## config.mk

```make
export PLATFORM = sky130hd
export DESIGN_NAME = serial_rom_config_loader
export DESIGN_NICKNAME = d
export VERILOG_FILES = /design/src/rom_loader_pkg.sv /design/src/serial_rom_config_loader.sv /design/src/sclk_divider.sv /design/src/rom_serial_engine.sv
export VERILOG_INCLUDE_DIRS = /design/src /design/src/src
export SDC_FILE = /design/constraint.sdc
export NUM_CORES = 1
export LEC_CHECK = 0
export ABC_AREA = 1
export BUFFER_PORTS_ARGS = -buffer_cell sky130_fd_sc_hd__buf_2
export CAP_MARGIN = 0
export CORE_UTILIZATION = 40
export CTS_CLUSTER_SIZE = 25
export DETAILED_ROUTE_END_ITERATION = 16
export PLACE_DENSITY_LB_ADDON = 0.3
export SETUP_SLACK_MARGIN = 0.05
export SKIP_LAST_GASP = 1
export SLEW_MARGIN = 40
export SYNTH_ARGS = -nofsm -noshare
export SYNTH_HDL_FRONTEND = slang
export SYNTH_SLANG_ARGS = --single-unit
export TNS_END_PERCENT = 100
```

## constraint.sdc

```tcl
create_clock -name clk_sys -period 8.6 [get_ports clk_sys]
set_input_delay 0 -clock clk_sys [delete_from_list [all_inputs] [get_ports clk_sys]]
set_output_delay 0 -clock clk_sys [all_outputs]
set_load 0.02 [all_outputs]
```

## src/rom_loader_params.svh

```systemverilog
// Offsets, field positions, reset values and timing counts for the serial ROM configuration loader
`ifndef ROM_LOADER_PARAMS_SVH
`define ROM_LOADER_PARAMS_SVH
// Register offsets on the host port
`define REG_CONTROL      4'h0
`define REG_CONFIG       4'h1
`define REG_BASE         4'h2
`define REG_POINTER      4'h3
`define REG_GENERAL      4'h4
`define REG_ADDR_0_1     4'h5
`define REG_ADDR_2_3     4'h6
`define REG_ADDR_4_5     4'h7
// Control register bit positions
`define CTL_STORE        0
`define CTL_RELOAD       1
`define CTL_SELECT       2
// ROM map
`define ROM_ADDR_AREA    6'h20
`define SLOT_DEFAULT     3'h7
// Reset values
`define CONFIG_RESET     16'h0000
`define BASE_RESET       16'h0000
`define BASE_FIXED       16'h0000
`define ADDR_RESET       16'h0000
// Timing: serial clock no faster than 1 MHz, ready poll limit
`define SCLK_NS          1000
`define CLK_NS           25
`define SCLK_HALF_CYC    ((`SCLK_NS + 2 * `CLK_NS - 1) / (2 * `CLK_NS))
`define READY_POLL_MAX   20000
// Command opcodes (start bit, two opcode bits)
`define OP_READ          3'b110
`define OP_WRITE         3'b101
`define OP_WREN          3'b100
`define WREN_ADDR        6'h30
`endif

```

## src/rom_loader_pkg.sv

```systemverilog
// Types shared by the serial ROM configuration loader
package rom_loader_pkg;
    // One serial command to the ROM
    typedef struct packed {
        logic       write;      // 1: write, 0: read
        logic       wren;       // Write-enable frame
        logic [5:0] addr;
        logic [15:0] data;
    } rom_cmd_s;
    // Host register port request
    typedef struct packed {
        logic        wr;
        logic        rd;
        logic [3:0]  addr;
        logic [15:0] wdata;
    } host_req_s;
endpackage : rom_loader_pkg

```

## src/serial_rom_config_loader.sv

```systemverilog
// Board setup loader: host registers, strap handling and ROM operation sequencing
//
// Overview of operation
// RULE_01: After reset, fetch station address, base and configuration from the ROM.
// RULE_02: ROM is 64 words of 16 bits, addressed by word, whole words only.
// RULE_03: Configuration word at slot strap times four, base word at the next.
// RULE_04: Station address lives in words 20h to 22h, low byte first.
// RULE_05: Slot strap 7 loads only the station address, keeps other defaults.
// RULE_06: Straps all high force the fixed default base regardless of ROM.
// RULE_07: Normal reload refreshes configuration, base and station address.
// RULE_08: Normal store writes configuration and base to the strap slot.
// RULE_09: Three low control bits are never stored to or loaded from ROM.
// RULE_10: General reload copies the pointed ROM word into the general register.
// RULE_11: General store writes the general register to the pointed ROM word.
// RULE_12: Software sets reload or store; hardware clears it when finished.
// RULE_13: During any access, control reads show reload and store both set.
// RULE_14: Other register reads and writes are blocked while an access runs.
// RULE_15: ROM absent strap low: never touch the ROM, keep reset defaults.
// RULE_16: Drive select, clock and data with standard three-wire frames.
// RULE_17: One access at a time; the reset load goes first.
//
// Local design decisions: strobed register access and the address map.
`include "rom_loader_params.svh"
module serial_rom_config_loader #(
    parameter int POLL_MAX = `READY_POLL_MAX
) (
    // Clock and reset
    input  wire logic        clk_sys,
    input  wire logic        reset,
    // Host register port
    input  wire logic [3:0]  reg_addr,
    input  wire logic [15:0] reg_wdata,
    input  wire logic        reg_wr,
    input  wire logic        reg_rd,
    output logic [15:0]      reg_rdata,
    // Straps
    input  wire logic [2:0]  board_slot_straps,
    input  wire logic        rom_present_strap,
    // Serial ROM pins
    output logic             rom_cs,
    output logic             rom_sck,
    output logic             rom_di,
    input  wire logic        rom_do,
    // Loaded setup for the rest of the device
    output logic [15:0]      config_word,
    output logic [15:0]      base_word,
    output logic [47:0]      station_addr
);
    initial begin
        if (POLL_MAX < 1) $error("POLL_MAX must be at least one");
    end
    ////////////////////////////////////////////////////////////////////////////
    // Pin synchronisers and strap capture
    logic [1:0] do_sync_q;
    logic [2:0] slot_m_q, slot_q;
    logic       pres_m_q, pres_q;
    logic       strap_ok_q;
    // Two flops for every pin input before any logic reads it
    always_ff @(posedge clk_sys or posedge reset) begin
        if (reset) begin
            do_sync_q <= 2'b00;
            slot_m_q <= 3'h0;
            slot_q <= 3'h0;
            pres_m_q <= 1'b0;
            pres_q <= 1'b0;
        end else begin
            do_sync_q <= {do_sync_q[0], rom_do};
            slot_m_q <= board_slot_straps;
            slot_q <= slot_m_q;
            pres_m_q <= rom_present_strap;
            pres_q <= pres_m_q;
        end
    end
    // Straps settle through the synchroniser before the reset load may start
    logic [1:0] settle_q;
    always_ff @(posedge clk_sys or posedge reset) begin
        if (reset) begin
            settle_q <= 2'b00;
        end else if (settle_q != 2'b11) begin
            settle_q <= settle_q + 2'b01;
        end
    end
    assign strap_ok_q = settle_q == 2'b11;
    ////////////////////////////////////////////////////////////////////////////
    // Serial engine and divider
    logic                     eng_start, eng_busy, eng_done, eng_run, tick;
    logic [15:0]              eng_rdata;
    rom_loader_pkg::rom_cmd_s eng_cmd;
    sclk_divider #(.HALF_CYC(`SCLK_HALF_CYC)) i_sclk_divider (
        .clk_sys (clk_sys),
        .reset   (reset),
        .run     (eng_run),
        .tick    (tick)
    );
    rom_serial_engine #(.POLL_MAX(POLL_MAX)) i_rom_serial_engine (
        .clk_sys (clk_sys),
        .reset   (reset),
        .start   (eng_start),
        .cmd     (eng_cmd),
        .busy    (eng_busy),
        .done    (eng_done),
        .rdata   (eng_rdata),
        .tick    (tick),
        .run     (eng_run),
        .rom_cs  (rom_cs),
        .rom_sck (rom_sck),
        .rom_di  (rom_di),
        .rom_do  (do_sync_q[1])
    );
    ////////////////////////////////////////////////////////////////////////////
    // Operation sequencer
    typedef enum logic [2:0] {O_BOOT = 3'b000, O_IDLE = 3'b001, O_PLAN = 3'b011,
                              O_ISSUE = 3'b010, O_WAIT = 3'b110} op_e;
    op_e        op_q;
    logic       is_store_q, is_gp_q;
    logic [2:0] step_q, last_q;
    logic [15:0] cfg_q, base_q, gp_q, ptr_q;
    logic [15:0] ia_q [3];
    logic       sel_q, reload_q, store_q;
    logic       blocked;
    logic [5:0] slot_base;
    assign slot_base = {1'b0, slot_q, 2'b00}; // [RULE_03]
    assign blocked = op_q != O_IDLE; // [RULE_14]
    // Step list: 0 cfg, 1 base, 2-4 address words; store adds write-enable frames
    function automatic rom_loader_pkg::rom_cmd_s step_cmd(input logic [2:0] s, input logic st,
                                                          input logic gp, input logic [5:0] sb,
                                                          input logic [15:0] p, input logic [15:0] c,
                                                          input logic [15:0] b, input logic [15:0] g);
        rom_loader_pkg::rom_cmd_s r;
        r = '0;
        if (st && !s[0]) begin
            r.wren = 1'b1; // [RULE_16]
        end else if (gp) begin
            r.write = st;
            r.addr = p[5:0]; // [RULE_10] [RULE_11]
            r.data = g;
        end else if (st) begin
            r.write = 1'b1;
            r.addr = s[1] ? sb + 6'h01 : sb; // [RULE_08]
            r.data = s[1] ? b : c;
        end else begin
            r.addr = (s >= 3'd2) ? 6'(`ROM_ADDR_AREA + 6'(s - 3'd2)) : sb + 6'(s); // [RULE_02] [RULE_04]
        end
        return r;
    endfunction : step_cmd
    assign eng_cmd = step_cmd(step_q, is_store_q, is_gp_q, slot_base, ptr_q, cfg_q, base_q, gp_q);
    assign eng_start = op_q == O_ISSUE;
    // One access in flight; reset load before any software request
    always_ff @(posedge clk_sys or posedge reset) begin
        if (reset) begin
            op_q <= O_BOOT;
            is_store_q <= 1'b0;
            is_gp_q <= 1'b0;
            step_q <= 3'h0;
            last_q <= 3'h0;
        end else begin
            unique case (op_q)
                O_BOOT: if (strap_ok_q) begin
                    is_store_q <= 1'b0;
                    is_gp_q <= 1'b0;
                    step_q <= (slot_q == `SLOT_DEFAULT) ? 3'd2 : 3'd0; // [RULE_05]
                    last_q <= 3'd4;
                    op_q <= pres_q ? O_ISSUE : O_IDLE; // [RULE_01] [RULE_15] [RULE_17]
                end
                O_IDLE: if (reload_q || store_q) begin
                    op_q <= pres_q ? O_PLAN : O_WAIT; // [RULE_15]
                end
                O_PLAN: begin
                    is_store_q <= store_q && !reload_q; // [RULE_17]
                    is_gp_q <= sel_q;
                    if (store_q && !reload_q) begin
                        step_q <= 3'd0;
                        last_q <= sel_q ? 3'd1 : 3'd3;
                    end else begin
                        step_q <= (sel_q || slot_q != `SLOT_DEFAULT) ? 3'd0 : 3'd2;
                        last_q <= sel_q ? 3'd0 : 3'd4; // [RULE_07]
                    end
                    op_q <= O_ISSUE;
                end
                O_ISSUE: op_q <= O_WAIT;
                O_WAIT: if (!pres_q || eng_done) begin
                    if (pres_q && step_q != last_q) begin
                        step_q <= step_q + 3'h1;
                        op_q <= O_ISSUE;
                    end else begin
                        op_q <= O_IDLE;
                    end
                end
                default: op_q <= O_IDLE;
            endcase
        end
    end
    logic load_done;
    assign load_done = op_q == O_WAIT && eng_done && !is_store_q;
    ////////////////////////////////////////////////////////////////////////////
    // Host register writes and ROM loads
    logic wr_ok;
    assign wr_ok = reg_wr && !blocked;
    // Control bits: set by software; reload and store cleared by hardware at finish
    always_ff @(posedge clk_sys or posedge reset) begin
        if (reset) begin
            sel_q <= 1'b0;
            reload_q <= 1'b0;
            store_q <= 1'b0;
        end else if (op_q == O_WAIT && (!pres_q || (eng_done && step_q == last_q))) begin
            if (is_store_q || !pres_q) begin
                store_q <= 1'b0; // [RULE_12]
            end
            if (!is_store_q || !pres_q) begin
                reload_q <= 1'b0; // [RULE_12]
            end
        end else if (wr_ok && reg_addr == `REG_CONTROL) begin
            sel_q <= reg_wdata[`CTL_SELECT];
            reload_q <= reg_wdata[`CTL_RELOAD];
            store_q <= reg_wdata[`CTL_STORE];
        end
    end
    // Setup words: host writes when idle, ROM loads by step; control bits never come from ROM
    always_ff @(posedge clk_sys or posedge reset) begin
        if (reset) begin
            cfg_q <= `CONFIG_RESET;
            base_q <= `BASE_RESET;
            gp_q <= 16'h0000;
            ptr_q <= 16'h0000;
            ia_q[0] <= `ADDR_RESET;
            ia_q[1] <= `ADDR_RESET;
            ia_q[2] <= `ADDR_RESET;
        end else if (load_done) begin
            if (is_gp_q) begin
                gp_q <= eng_rdata; // [RULE_10]
            end else if (step_q == 3'd0) begin
                cfg_q <= eng_rdata; // [RULE_07] [RULE_09]
            end else if (step_q == 3'd1) begin
                base_q <= eng_rdata;
            end else begin
                ia_q[2'(step_q - 3'd2)] <= eng_rdata; // [RULE_04]
            end
        end else if (wr_ok) begin
            unique case (reg_addr)
                `REG_CONFIG:   cfg_q <= reg_wdata;
                `REG_BASE:     base_q <= reg_wdata;
                `REG_POINTER:  ptr_q <= reg_wdata;
                `REG_GENERAL:  gp_q <= reg_wdata;
                `REG_ADDR_0_1: ia_q[0] <= reg_wdata;
                `REG_ADDR_2_3: ia_q[1] <= reg_wdata;
                `REG_ADDR_4_5: ia_q[2] <= reg_wdata;
                default: ;
            endcase
        end
    end
    ////////////////////////////////////////////////////////////////////////////
    // Read port and setup outputs
    logic [15:0] base_eff;
    assign base_eff = (slot_q == `SLOT_DEFAULT) ? `BASE_FIXED : base_q; // [RULE_06]
    // Read data one cycle after the strobe; blocked reads return only control
    always_ff @(posedge clk_sys or posedge reset) begin
        if (reset) begin
            reg_rdata <= 16'h0000;
        end else if (reg_rd) begin
            if (reg_addr == `REG_CONTROL) begin
                reg_rdata <= blocked ? 16'h0003 | 16'({sel_q, 2'b00}) // [RULE_13]
                           : 16'({sel_q, reload_q, store_q});
            end else if (blocked) begin
                reg_rdata <= 16'h0000; // [RULE_14]
            end else begin
                unique case (reg_addr)
                    `REG_CONFIG:   reg_rdata <= cfg_q;
                    `REG_BASE:     reg_rdata <= base_eff;
                    `REG_POINTER:  reg_rdata <= ptr_q;
                    `REG_GENERAL:  reg_rdata <= gp_q;
                    `REG_ADDR_0_1: reg_rdata <= ia_q[0];
                    `REG_ADDR_2_3: reg_rdata <= ia_q[1];
                    `REG_ADDR_4_5: reg_rdata <= ia_q[2];
                    default:       reg_rdata <= 16'h0000;
                endcase
            end
        end else begin
            reg_rdata <= 16'h0000;
        end
    end
    assign config_word = cfg_q;
    assign base_word = base_eff;
    assign station_addr = {ia_q[2], ia_q[1], ia_q[0]};
    ////////////////////////////////////////////////////////////////////////////
    // Checks
    // Straps settled and no ROM fitted: the select pin must never rise
    a_no_rom_absent: assert property (@(posedge clk_sys) disable iff (reset) // [RULE_15]
        strap_ok_q && !pres_q |-> !rom_cs) else $error("ROM selected while absent");
    a_ctl_busy_read: assert property (@(posedge clk_sys) disable iff (reset) // [RULE_13]
        reg_rd && reg_addr == `REG_CONTROL && blocked |=> reg_rdata[1:0] == 2'b11)
        else $error("Busy control read lacks both bits");
    a_blocked_write: assert property (@(posedge clk_sys) disable iff (reset) // [RULE_14]
        blocked && reg_wr && reg_addr == `REG_CONFIG && !load_done |=> $stable(cfg_q))
        else $error("Write accepted while busy");
    a_one_start: assert property (@(posedge clk_sys) disable iff (reset) // [RULE_17]
        eng_start |-> !eng_busy) else $error("Start while engine busy");
    a_slot_addr: assert property (@(posedge clk_sys) disable iff (reset) // [RULE_03]
        eng_start && !is_store_q && !is_gp_q && step_q == 3'd1 |-> eng_cmd.addr == slot_base + 6'h01)
        else $error("Base word address wrong");
    a_addr_area: assert property (@(posedge clk_sys) disable iff (reset) // [RULE_04]
        eng_start && !is_store_q && !is_gp_q && step_q == 3'd2 |-> eng_cmd.addr == `ROM_ADDR_AREA)
        else $error("Station address word wrong");
    a_gp_pointer: assert property (@(posedge clk_sys) disable iff (reset) // [RULE_10]
        eng_start && is_gp_q && !eng_cmd.wren |-> eng_cmd.addr == ptr_q[5:0])
        else $error("General access ignores pointer");
    // Checked through the read port, so a stored base word cannot leak out
    a_fixed_base: assert property (@(posedge clk_sys) disable iff (reset) // [RULE_06]
        reg_rd && reg_addr == `REG_BASE && !blocked && slot_q == `SLOT_DEFAULT
        |=> reg_rdata == `BASE_FIXED && base_word == `BASE_FIXED) else $error("Fixed base not used");
    a_cs_frame: assert property (@(posedge clk_sys) disable iff (reset) // [RULE_16]
        eng_start |=> rom_cs) else $error("Select not raised for frame");
    c_boot_load: cover property (@(posedge clk_sys) disable iff (reset) load_done && step_q == 3'd4);
    c_store: cover property (@(posedge clk_sys) disable iff (reset) eng_start && eng_cmd.write);
    c_gp_read: cover property (@(posedge clk_sys) disable iff (reset) load_done && is_gp_q);
endmodule : serial_rom_config_loader

```

## src/sclk_divider.sv

```systemverilog
// Enable pulse generator for the serial clock half period
module sclk_divider #(
    parameter int HALF_CYC = 20
) (
    // Clock and reset
    input  wire logic clk_sys,
    input  wire logic reset,
    // Control
    input  wire logic run,
    output logic      tick
);
    initial begin
        if (HALF_CYC < 1) $error("HALF_CYC must be at least one");
    end
    logic [15:0] cnt_q;
    // Free count while running; restart keeps phase aligned to frame start
    always_ff @(posedge clk_sys or posedge reset) begin
        if (reset) begin
            cnt_q <= 16'h0000;
        end else if (!run || cnt_q == 16'(HALF_CYC - 1)) begin
            cnt_q <= 16'h0000;
        end else begin
            cnt_q <= cnt_q + 16'h0001;
        end
    end
    assign tick = run && cnt_q == 16'(HALF_CYC - 1);
endmodule : sclk_divider

```

## src/rom_serial_engine.sv

```systemverilog
// Three-wire serial ROM frame engine: read, write-enable, write with ready polling
`include "rom_loader_params.svh"
module rom_serial_engine #(
    parameter int POLL_MAX = `READY_POLL_MAX
) (
    // Clock and reset
    input  wire logic                      clk_sys,
    input  wire logic                      reset,
    // Command
    input  wire logic                      start,
    input  wire rom_loader_pkg::rom_cmd_s  cmd,
    output logic                           busy,
    output logic                           done,
    output logic [15:0]                    rdata,
    // Half-period enable
    input  wire logic                      tick,
    output logic                           run,
    // ROM pins (data_in already synchronised)
    output logic                           rom_cs,
    output logic                           rom_sck,
    output logic                           rom_di,
    input  wire logic                      rom_do
);
    typedef enum logic [2:0] {S_IDLE = 3'b000, S_SHIFT = 3'b001, S_GAP = 3'b011,
                              S_POLL = 3'b010, S_END = 3'b110} eng_e;
    eng_e        st_q;
    logic [24:0] sh_q;
    logic [5:0]  bits_q;
    logic        phase_q;
    logic [15:0] rd_q;
    logic [31:0] poll_q;
    logic        wr_q;
    logic [4:0]  len;
    // Frame length: 3 opcode + 6 address, plus 16 data bits on read or write
    assign len = cmd.wren ? 5'd9 : 5'd25;
    assign busy = st_q != S_IDLE;
    assign run = busy;
    assign rdata = rd_q;
    // Serial frame sequencing, one bit per full serial clock period
    always_ff @(posedge clk_sys or posedge reset) begin
        if (reset) begin
            st_q <= S_IDLE;
            sh_q <= 25'h0;
            bits_q <= 6'h00;
            phase_q <= 1'b0;
            rd_q <= 16'h0000;
            poll_q <= 32'h0;
            wr_q <= 1'b0;
            rom_cs <= 1'b0;
            rom_sck <= 1'b0;
            rom_di <= 1'b0;
            done <= 1'b0;
        end else begin
            done <= 1'b0;
            unique case (st_q)
                S_IDLE: begin
                    if (start) begin
                        sh_q <= cmd.wren ? {`OP_WREN, `WREN_ADDR, 16'h0000}
                              : {cmd.write ? `OP_WRITE : `OP_READ, cmd.addr, cmd.data};
                        bits_q <= {1'b0, len};
                        wr_q <= cmd.write && !cmd.wren;
                        phase_q <= 1'b0;
                        rom_cs <= 1'b1; // [RULE_16]
                        st_q <= S_SHIFT;
                    end
                end
                S_SHIFT: if (tick) begin
                    phase_q <= !phase_q;
                    if (!phase_q) begin
                        if (bits_q == 6'h00) begin
                            rom_cs <= 1'b0;
                            st_q <= S_GAP;
                        end else begin
                            rom_di <= sh_q[24];
                            sh_q <= {sh_q[23:0], 1'b0};
                            rom_sck <= 1'b0;
                        end
                    end else begin
                        rom_sck <= 1'b1;
                        bits_q <= bits_q - 6'h01;
                        if (bits_q <= 6'd16) begin
                            rd_q <= {rd_q[14:0], rom_do};
                        end
                    end
                end
                S_GAP: if (tick) begin
                    rom_sck <= 1'b0;
                    rom_di <= 1'b0;
                    // After a write, raise select and poll ready on data out
                    if (wr_q) begin
                        rom_cs <= 1'b1; // [RULE_16]
                        poll_q <= 32'h0;
                        st_q <= S_POLL;
                    end else begin
                        st_q <= S_END;
                    end
                end
                S_POLL: begin
                    poll_q <= poll_q + 32'h1;
                    if (rom_do || poll_q == 32'(POLL_MAX)) begin
                        rom_cs <= 1'b0;
                        st_q <= S_END;
                    end
                end
                S_END: begin
                    done <= 1'b1;
                    st_q <= S_IDLE;
                end
                default: st_q <= S_IDLE;
            endcase
        end
    end
endmodule : rom_serial_engine

```

# Word-level counts from Yosys, hierarchy flattened
# Cells that the tools add are included.
# word_totals
mem_bits_rw	0
rom_bits	0
n_memories	0
latchBits	0
output_inout_bits	99
word_cells	285
ff_bits	258
# op_classes
n_addsub	10
eq_ne	47
mul	0
n_div	0
n_bitwise	3
shifts	0
order_cmp	4
muxes	116
n_reduce_logical	71
# op_table
operator	count
$mux W16	26
$mux W48	5
$mux W25	5
$pmux W16 S7	1
$mux W32	2
$pmux W32 S2	1
$mux W3	17
$pmux W25 S2	1
$bwmux W48	1
$mux W22	2
$mux W6	6
$add A32 B1 Y32 const B	1
$demux W16 S2	1
$eq A32 B15 Y1 const B	1
$reduce_and A5 Y1	6
$mux W1	28
$ne A2 B2 Y1 const B	12
$reduce_bool A2 Y1	12
$ne A2 B1 Y1 const B	10
$reduce_and A4 Y1	5
$add A16 B1 Y16 const B	1
$eq A16 B5 Y1 const B	1
$eq A4 B3 Y1 const B	4
$mux W2	8
45 further kinds	94

# Logic depth before layout (Yosys ltp)
# Gate-level depths: netlist (run 1).
# logic_depth
word_depth	11
ltp_mapped	12
mapped_depth_nobuf	12

# By module
# Synthesis (run 1) repeated with hierarchy kept, for this count alone.
# unflattened
cells_unflattened	1972
area_unflattened_um2	14247.4
# modules_own_cells
module	n_inst	seq_area_each_um2	area_each_um2	cells_each
serial_rom_config_loader	1	3828.7	8404.3	1145
rom_serial_engine	1	2202.1	4934.7	704
sclk_divider	1	400.4	908.4	123

# Least setup slack after synthesis (run 1)
# No wires, ideal clock.
# synth_timing
path_kind	flip-flop to flip-flop
from	register step_q[1]
to	register base_q[2]
arrival_time_ns	1.902
required_time_ns	8.483
path_stages_with_launch	12
slack_ns	6.580
n_path_buf	2
period_less_slack_ns	2.020
cell_sequence	dfrtp_1 -> inv_1 -> clkbuf_1 -> ha_1 -> inv_1 -> nor2_1 -> nand2_1 -> o21ai_2 -> nand3_4 -> buf_6 -> nand2_1 -> nand2_1
# synth_between
elab_chain_len	3
word_cells_on_any_way	5
cone_classes	eq/ne (3); reduce/logical (2)
# synth_lines
item	line	source
from (decl)	serial_rom_config_loader.sv:116	logic [2:0] step_q, last_q;
from (signal assigned)	serial_rom_config_loader.sv:161	step_q <= (slot_q == `SLOT_DEFAULT) ? 3'd2 : 3'd0;
from (signal assigned)	serial_rom_config_loader.sv:175	step_q <= (sel_q || slot_q != `SLOT_DEFAULT) ? 3'd0 : 3'd2;
from (signal assigned)	serial_rom_config_loader.sv:183	step_q <= step_q + 3'h1;
$eq A3 B1 Y1 or $logic_not A3 Y1 (tied branches)	serial_rom_config_loader.sv:233, serial_rom_config_loader.sv:231	
$ne A2 B1 Y1 (no line) or $ne A2 B2 Y1 (tied branches)	-	
$reduce_and A5 Y1 (no line) (*)	-	
to (signal assigned)	serial_rom_config_loader.sv:222	base_q <= `BASE_RESET;
to (signal assigned)	serial_rom_config_loader.sv:234	base_q <= eng_rdata;
to (signal assigned)	serial_rom_config_loader.sv:241	`REG_BASE: base_q <= reg_wdata;
to (decl)	serial_rom_config_loader.sv:117	logic [15:0] cfg_q, base_q, gp_q, ptr_q;
# Every way passes the cells marked *; elsewhere a longest branch is shown, timed or not.
# A chain may end at the register's enable or synchronous reset.

# Worst setup path after layout (run 1)
# layout_timing
from	register step_q[1]
to	register ia_q (netlist bit station_addr[36])
# layout_between
elab_chain_len	11
word_cells_on_any_way	17
cone_classes	add/sub (1); order compare (2); eq/ne (3); mux (7); bitwise (1); reduce/logical (3)
# layout_lines
item	line	source
$sub A2 B2 Y2	serial_rom_config_loader.sv:236	ia_q[2'(step_q - 3'd2)] <= eng_rdata;
$not A2 Y3 (implied by the code)	serial_rom_config_loader.sv:236	
$ge A3 B3 Y1 (implied by the code) or $lt A3 B1 Y1 (tied branches)	serial_rom_config_loader.sv:236	
$logic_and A1 B1 Y1 (implied by the code)	serial_rom_config_loader.sv:236	
$mux W16 (implied by the code)	serial_rom_config_loader.sv:236	
$demux W16 S2	serial_rom_config_loader.sv:236	
$bwmux W48	serial_rom_config_loader.sv:236	
$mux W48	serial_rom_config_loader.sv:233	end else if (step_q == 3'd1) begin
$mux W48	serial_rom_config_loader.sv:231	end else if (step_q == 3'd0) begin
$mux W48	serial_rom_config_loader.sv:229	if (is_gp_q) begin
$mux W48	serial_rom_config_loader.sv:228	end else if (load_done) begin
to (signal, indexed assignment)	serial_rom_config_loader.sv:236	
to (decl)	serial_rom_config_loader.sv:118	logic [15:0] ia_q [3];
# Parallel ways exist; a longest one is shown, timed or not. The select of a mux whose other input is x is not followed.

==> results.tsv, run 1 <==
metric	value	unit
status	complete, no violations	
period_share	0.353	
r2r_setup_slack	5560	ps
drt_iter0_markers	1164	
yosysUniqueCellTypes	51	
tritoncts	built	
grt_max_degree	133	
core_area	33500	sq um
insertion_delay	560	ps
met2_usage	0.382	
path_delay_family	buffers and inverters	
r2r_start	step_q[1]$_DFFE_PP0P_	
hold_viol	0	
clock-root-buffer	clkbuf_16	
fin_nets	1960	
grt_pass1_vias	12000	
gr-usage-met3	0.0305	
cp-end-kind	register	
drt_first_pass_iters	6	
initial_core_util	0.406	
syn_area_per_cell	7.64	sq um
cts-htree-levels	1	
clkSinkCount	257	
netlist_area	13600	sq um
drt_wl_total	41500	microns
arrival	3490	ps
ant_nets	0	
yosys_warnings	0	
timing.critical_path.required	9050	ps
io_pins	128	
fin_util	0.474	
rsz0062_at_grt	no	
grt_pass1_wl	66200	microns
max-slew-margin-rel	0.376	
final_cell_mix	nand2_1 (575), dfrtp_1 (256), inv_1 (165), nor2_1 (158), o21ai_0 (149)	
finClkSkew	11.8	ps
clkSlewWorstSetupHoldPaths	60	ps
antenna_found_initial	0	
vias	12700	
fmax	329	MHz
hpwlAfterDp	30000	microns
synth_seq_area_share	0.472	
diodes	0	
syn_inst	1782	
power	4.62	mW
worstSetupEndpoint	station_addr[36]$_DFFE_PP0P_	
setup.worst_path.start_class	register	
worst-path-stages	9	
dieHeight	187	microns
drv_cap	0	
dieArea	34800	sq um
portBuffers	127	
regToRegEndpoint	station_addr[36]$_DFFE_PP0P_	
final_cells	2384	
syn-num-nets	1827	
yosysTopAreaCellShare	0.472	
hold_class	in -> reg	
crit_start	step_q[1]$_DFFE_PP0P_	
fin_crit	3040	ps
power.density	291	nW/um^2
ys_ff_latch	257	
reg2reg_depth	9	
p_leak	7.92	nW
drive_gt1_frac	0.131	
final_common_cell	nand2_1	
syn_to_final_growth	16.7	%
die_w	187	microns
drc	0	
cp.buffers_inverters	3	
async_reset_ff_frac	1.00	
cp_cell_sequence	inv_1 -> ha_1 -> inv_1 -> nor2_1 -> o21ai_4 -> buf_4 -> nand3_4 -> nand2_1 -> nand2_1	
numCtsBuffers	30	
place_congestion	0.943	
drv_slew	0	
post_drt_wl_per_cell	17.4	microns
finalSetupViolations	0	
synth-edff-count	0	
worstMarginPinSlew	930	ps
grtUsageMet1	0.322	
synth_top_flop_cell	dfrtp_1	
slowest_delay	770	ps
yosysTopAreaCell	dfrtp_1	
grt-ovfl-total	0	
synthTopCellsByArea	dfrtp_1 (47%), nand2_1 (16%), o21ai_0 (5.5%), nand3_1 (4.8%), inv_1 (4.6%)	
cts_max_path_buffers	3	
rows	67	
place_inst	2305	
gr-max-usage-layer	met2	
slowest_stage	dfrtp_1	
track_usage	0.238	
vdd_drop_max	146	uV
setup_tns	0	ps
crit_type	reg -> reg	
cts_resized	0	
cp_max_fo	51	
vias_per_cell	5.31	
==> layout make-up <==
| type | instances | area, sq um |
|---|---|---|
| inverters | 175 | 677 |
| well taps | 448 | 561 |
| repair buffers | 168 | 1010 |
| clock inverters | 7 | 103 |
| clock buffers | 46 | 921 |
| flip-flops and latches | 257 | 6430 |
| fillers | 3321 | 17600 |
| multi-input cells | 1283 | 6180 |
==> sequential cells by signal, summed over array words and instances, names as in the netlist, 6 cells and up <==
| register | count |
|---|---|
| station_addr | 48 |
| i_rom_serial_engine.poll_q | 32 |
| i_rom_serial_engine.sh_q | 25 |
| base_q | 16 |
| config_word | 16 |
| gp_q | 16 |
| i_rom_serial_engine.rdata | 16 |
| i_sclk_divider.cnt_q | 16 |
| ptr_q | 16 |
| reg_rdata | 16 |
| i_rom_serial_engine.bits_q | 6 |
==> worst min-delay path by stage <==
stage	startpoint	end	slack, ps	cells after the start
floorplan	rom_do	do_sync_q[0]$_DFF_PP0_	30	0
global route	reg_addr[0]	reg_rdata[15]$_DFF_PP0_	70	5
global placement	board_slot_straps[2]	slot_m_q[2]$_DFF_PP0_	110	1
CTS	reg_addr[0]	reg_rdata[15]$_DFF_PP0_	30	5
detailed placement	board_slot_straps[0]	slot_m_q[0]$_DFF_PP0_	110	1
finish	reg_addr[0]	reg_rdata[15]$_DFF_PP0_	50	5
==> cell families after synthesis <==
| family | synth area share |
|---|---|
| buf+inv | 0.0765 |
| compound gates | 0.119 |
| flops | 0.472 |
| xor+xnor | 0.0129 |
| mux | 0.00156 |
| fa+ha+maj | 0.0147 |
| simple gates | 0.303 |
==> where the power goes <==
group	internal, mW	switching (mW)	total [mW]
logic	0.458	1.02	1.47
clock network	0.791	0.512	1.30
registers	1.52	0.319	1.84
==> synthesized netlist by cell type (2+ instances only) <==
| cell type | count |
|---|---|
| a211oi_1 | 9 |
| a21oi_1 | 32 |
| a22oi_1 | 18 |
| a31oi_1 | 3 |
| buf_2 | 19 |
| buf_4 | 7 |
| buf_6 | 7 |
| buf_8 | 2 |
| clkbuf_1 | 30 |
| dfrtp_1 | 257 |
| ha_1 | 16 |
| inv_1 | 166 |
| inv_2 | 6 |
| nand2_1 | 575 |
| nand2_2 | 10 |
| nand2_4 | 4 |
| nand3_1 | 130 |
| nand3_4 | 3 |
| nand4_1 | 37 |
| nor2_1 | 160 |
| nor2_4 | 5 |
| nor3_1 | 30 |
| nor3b_1 | 5 |
| o211a_1 | 7 |
| o211ai_1 | 8 |
| o21a_1 | 2 |
| o21ai_0 | 149 |
| o21ai_1 | 21 |
| o21ai_2 | 12 |
| o21ai_4 | 2 |
| o22ai_1 | 9 |
| o31ai_1 | 3 |
| or2_2 | 2 |
| xnor2_1 | 8 |
| xor2_1 | 12 |
==> metal layers <==
layer / up-vias / routed length [microns]
met2: 537 / 19100
met4: 0 / 1840
li1: 6047 / -
met3: 103 / 2980
met5: - / 0
met1: 5978 / 17600
==> stage by stage <==
stage	hold WS (ps)	cell area, sq um	setup slack (ps)
after floorplan	31.4	13600	1530
after detailed placement	109	14600	5660
after global placement	109	14600	5770
final	48.6	15900	5560
after CTS	34.4	15900	5650
after global routing	72.8	15900	5330
==> worst min-delay path, cell delays in order <==
cell and delay, ps:
buf_2 160, nor2_2 50, buf_4 200, nand3_1 100, a21oi_1 60
==> timing repair <==
action,4_1_cts,5_1_grt
hold buffers,25,0
endpoints found under the hold margin,192,0
buffers inserted,0,0
Power figures use the tool's default switching activity.
==> run 2, diff against run 1 <==
==> constraint.sdc (replaced) <==
create_clock -name clk_sys -period 2.9 [get_ports clk_sys]
set_input_delay 0 -clock clk_sys [delete_from_list [all_inputs] [get_ports clk_sys]]
set_output_delay 0 -clock clk_sys [all_outputs]
set_load 0.02 [all_outputs]
==> results.tsv, run 2 (synthesis results as in run 1) <==
metric	value	unit	change
syn_to_final_growth	16.8	%	
setup_tns	0	ps	unchanged
hpwlAfterDp	31200	microns	+4.1%
insertion_delay	560	ps	about the same
slowest_delay	480	ps	-290 ps
place_inst	2322		+0.74%
arrival	2900	ps	-590 ps
hold_viol	0		unchanged
vias_per_cell	5.32		about the same
slowest_stage	dfrtp_1		
cp-end-kind	register		
finalSetupViolations	0		unchanged
worstMarginPinSlew	924	ps	-6.55 ps
cp.buffers_inverters	2		-1
largest_reg_flops	48		unchanged
initial_core_util	0.406		unchanged
clkSlewWorstSetupHoldPaths	60	ps	about the same
p_leak	7.95	nW	+0.32%
power	13.4	mW	+190%
max-slew-margin-rel	0.384		+0.00853
dieHeight	187	microns	unchanged
clock-root-buffer	clkbuf_16		
switching_share	0.409		+0.00942
final_common_cell	nand2_1		
final_cell_area	15900	sq um	+0.12%
finClkSkew	27.0	ps	+15.2 ps
cts-htree-levels	1		unchanged
fin_nets	1976		+0.82%
setup_ws	437	ps	-5120 ps
post_drt_wl_per_cell	18.0	microns	+3.2%
numCtsBuffers	29		-3.3%
drt_wl_total	43100	microns	+3.8%
grt_pass1_vias	12200		+1.3%
place_ws	510	ps	-5150 ps
vias	12700		+0.60%
cts_max_path_buffers	3		unchanged
cp_cell_sequence	inv_2 -> nand2_2 -> nor2_8 -> buf_4 -> nand2_1 -> nand2_2 -> nand3_4 -> nand2_1 -> nand2_1		
core_area	33500	sq um	unchanged
period_share	0.849		+0.496
p_int	7.94	mW	+190%
drt_iter0_markers	1168		+0.34%
cts_setup_buffers	0		unchanged
place_congestion	0.918		-2.7%
holdBufCountCts	26		+4.0%
rows	67		unchanged
clkSinkCount	257		unchanged
die_w	187	microns	unchanged
cp_max_fo	30		-41%
drt_first_pass_iters	5		-1
cts_resized	0		unchanged
grt_pass1_wl	68100	microns	+2.9%
status	complete, no violations		
timing.critical_path.required	3330	ps	-5720 ps
cpMostUsedCell	nand2_1		
fmax	406	MHz	+23%
grt_max_degree	88		-34%
power_switching	5.50	mW	+200%
io_pins	128		unchanged
drv_cap	0		unchanged
track_usage	0.247		+0.00891
diodes	0		unchanged
drc	0		unchanged
rsz0062_at_grt	no		
final_cell_mix	nand2_1 (575), dfrtp_1 (257), inv_1 (165), nor2_1 (159), o21ai_0 (149)		
final_cells	2397		+0.55%
comb_power_share	0.338		+0.019
place_area	14700	sq um	+1.0%
dieArea	34800	sq um	unchanged
power.share.clock	0.260		-0.022
crit_type	reg -> reg		
power.density	845	nW/um^2	+190%
drive_gt1_frac	0.133		+0.00220
drv_slew	0		unchanged
path_delay_family	simple AND/OR/NAND/NOR gates		
tritoncts	built		
antenna_found_initial	0		unchanged
portBuffers	127		unchanged
hold_class	in -> reg		
p_seq_frac	0.402		+0.003
setup.worst_path.start_class	register		
fin_util	0.474		+0.000560
fin_crit	2460	ps	-576 ps
ant_nets	0		unchanged
timing.hold.ws	58.9	ps	+10.3 ps
grt-ovfl-total	0		unchanged
vdd_drop_max	449	uV	+210%
==> run 2: changes by cell type in the layout (fill, tap and decap cells not counted), sizes merged <==
cell         before  now
buf             143  159
clkinvlp          1    2
dlygate4sd3      25   26
clkbuf           46   43
bufinv            2    0
==> run 2: power groups by stage <==
stage | registers, mW | logic, mW | clock network (mW)
2_1_floorplan | 5.59 | 2.68 | 0
3_5_place_dp | 5.42 | 4.53 | 0
5_1_grt | 5.49 | 5.06 | 3.68
6_report | 5.40 | 4.55 | 3.49
4_1_cts | 5.37 | 4.56 | 3.56
3_3_place_gp | 5.41 | 4.43 | 0
==> run 2: worst register-to-register path, stage by stage (launching register included) <==
cell     delay [ps]
dfrtp_1         480
inv_2           160
nand2_2         100
nor2_8          250
buf_4           370
nand2_1         130
nand2_2         360
nand3_4         310
nand2_1         140
nand2_1          60
==> run 2: final cells by class <==
| cell class | count | area [sq um] |
|---|---|---|
| Clock buffer | 43 | 848 |
| Clock inverter | 6 | 40.0 |
| Fill cell | 3347 | 17600 |
| Inverter | 175 | 668 |
| Multi-Input combinational cell | 1283 | 6170 |
| Sequential cell | 257 | 6430 |
| Tap cell | 448 | 561 |
| Timing Repair Buffer | 185 | 1190 |
==> run 2: layer usage <==
metal	wire [microns]	share of wire	global-route usage
met3	2890	0.067	0.0303
met1	18400	0.43	0.334
met5	0	0	0
met2	20100	0.47	0.404
met4	1710	0.040	0.0962
==> run 2: path summary, 6_finish.rpt <==
path / startpoint / to / slack (ps) / cells past startpoint
max in group asynchronous: reset / i_sclk_divider.cnt_q[14]$_DFF_PP0_ / 1520 / 5
max reg2reg: last_q[0]$_DFFE_PP0P_ / station_addr[47]$_DFFE_PP0P_ / 440 / 9
max: last_q[0]$_DFFE_PP0P_ / station_addr[47]$_DFFE_PP0P_ / 440 / 9
min in group asynchronous: reset / i_rom_serial_engine.sh_q[9]$_DFFE_PP0P_ / 590 / 4
min: reg_addr[3] / reg_rdata[15]$_DFF_PP0_ / 60 / 5
min reg2reg: slot_m_q[2]$_DFF_PP0_ / slot_q[2]$_DFF_PP0_ / 340 / 0
==> run 3, diff against run 2 <==
==> constraint.sdc (replaced) <==
create_clock -name clk_sys -period 2.21 [get_ports clk_sys]
set_input_delay 0 -clock clk_sys [delete_from_list [all_inputs] [get_ports clk_sys]]
set_output_delay 0 -clock clk_sys [all_outputs]
set_load 0.02 [all_outputs]
==> results.tsv, run 3 (synthesis results as in run 1) <==
metric	value	unit	change
grt_pass1_vias	12300		+0.66%
final_common_cell	nand2_1		
fmax	483	MHz	
final_cell_mix	nand2_1 (574), dfrtp_1 (257), inv_1 (165), nor2_1 (158), o21ai_0 (149)		
reg2reg_depth	10		+1
post_drt_wl_per_cell	17.6	microns	-2.3%
setup_tns	0	ps	unchanged
cp_max_fo	8		-73%
grt-ovfl-total	0		unchanged
place_congestion	0.961		+4.7%
die_w	187	microns	unchanged
fill_cells	3274		-2.2%
dieHeight	187	microns	unchanged
multiInputGateArea	6180	sq um	about the same
portBuffers	127		unchanged
finClkSkew	14.4	ps	-12.6 ps
fin_nets	2010		+1.7%
timing.critical_path.required	2210	ps	-1120 ps
clkSinkCount	257		unchanged
crit_start	slot_q[2]$_DFF_PP0_		
place_area	15000	sq um	+1.8%
finalSetupViolations	0		unchanged
vdd_drop_max	619	uV	+38%
antenna_found_initial	1		+1
vias	12800		+0.78%
fin_util	0.491		+0.0161
track_usage	0.246		-0.000962
arrival	2070	ps	-830 ps
slowest_stage	dfrtp_1		
drt_wl_total	42800	microns	-0.64%
status	complete, but fails checks		
drv_cap	0		unchanged
core_area	33500	sq um	unchanged
slowest_delay	420	ps	-60 ps
drive_gt1_frac	0.151		+0.0174
p_leak	8.23	nW	+3.6%
regToRegEndpoint	base_q[0]$_DFFE_PP0P_		
rows	67		unchanged
fin_crit	2070	ps	
cp_cell_sequence	nand3_1 -> buf_4 -> nand2_1 -> inv_1 -> buf_2		
rsz0062_at_grt	no		
cp-end-kind	output port		
largest_reg_flops	48		unchanged
ant_nets	0		unchanged
worstMarginPinSlew	875	ps	-48.6 ps
power.density	1130	nW/um^2	+34%
syn_to_final_growth	20.8	%	
hold_class	in -> async		
numCtsBuffers	30		+3.4%
tritoncts	built		
vias_per_cell	5.27		-0.91%
hpwlAfterDp	31100	microns	-0.32%
timing.hold.ws	-3.76	ps	-62.6 ps
grt_max_degree	96		+9.1%
crit_type	reg -> out		
final_cell_area	16400	sq um	+3.4%
setup.worst_path.start_class	register		
clock-root-buffer	clkbuf_16		
clkSlewWorstSetupHoldPaths	60	ps	about the same
regArea	6430	sq um	unchanged
io_pins	128		unchanged
max-slew-margin-rel	0.413		+0.0285
drc	0		unchanged
hold_viol	7		+7
drt_first_pass_iters	7		+2
r2r_start	op_q[1]$_DFFE_PP0P_		
cts_max_path_buffers	3		unchanged
violations	hold timing		
period_share	0.937		
cts-htree-levels	1		unchanged
drt_iter0_markers	1186		+1.5%
grt_pass1_wl	67900	microns	-0.39%
r2r_setup_slack	210	ps	-230 ps
dieArea	34800	sq um	unchanged
insertion_delay	560	ps	about the same
drv_slew	0		unchanged
initial_core_util	0.406		unchanged
run 3: cell count changes in the layout (fill, tap and decap cells not counted), moves of 2 or more:
cell	previous run	this run
buf_4	28	54
buf_12	4	11
bufinv_16	0	5
o21ai_2	16	13
clkbuf_16	29	31
clkinvlp_4	2	4
o21ai_1	17	19
run 3: worst max path at each step:
stage | cells after the start | slack, ps | end
floorplan | 1 | -1180 | base_q[0]$_DFFE_PP0P_
global placement | 9 | 170 | base_q[15]$_DFFE_PP0P_
detailed placement | 9 | 110 | base_q[14]$_DFFE_PP0P_
CTS | 9 | 90 | base_q[14]$_DFFE_PP0P_
global route | 10 | 60 | station_addr[47]$_DFFE_PP0P_
finish | 5 | 140 | base_word[12]
run 3: per-stage QoR:
stage / hold slack, ps / power, mW / worst slack, ps / cells
after floorplan: 31.4 / 10.9 / -1180 / 1782
after global placement: 44.7 / 13.0 / 172 / 2350
after detailed placement: 36.2 / 13.2 / 113 / 2350
after CTS: 2.23 / 18.6 / 93.5 / 2432
after global routing: 36.1 / 19.7 / 57.5 / 2438
final: -3.76 / 18.6 / 139 / 2438
run 3: layout make-up:
type,instances,area share
inverter,175,0.0406
antenna,1,0.000152
clock buffer,44,0.0544
timing repair buffer,218,0.0925
tap,448,0.0341
clock inverter,12,0.0117
multi-input combinational,1283,0.376
sequential,257,0.391
run 3: layer usage:
metal	track usage	share of wire
met3	0.0401	0.075
met4	0.101	0.043
met5	0	0
met1	0.328	0.42
met2	0.397	0.46
run 3: critical path, delay by kind of cell (launching register included):
family / cells / cell delay [ps]
buf+inv: 3 / 520
flops: 1 / 420
simple gates: 2 / 570
run 3: report_power, final:
| group | internal (mW) | switching, mW |
|---|---|---|
| registers | 5.93 | 1.14 |
| clock network | 3.37 | 1.99 |
| logic | 1.98 | 4.15 |
| total | 11.3 | 7.28 |
run 3: what timing repair did:
| item | in CTS | in global routing |
|---|---|---|
| hold buffers | 26 | 0 |
| setup endpoints to repair | 0 | 73 |
| resized for setup | 0 | 4 |
| endpoints found under the hold margin | 307 | 0 |
| buffers inserted | 0 | 5 |
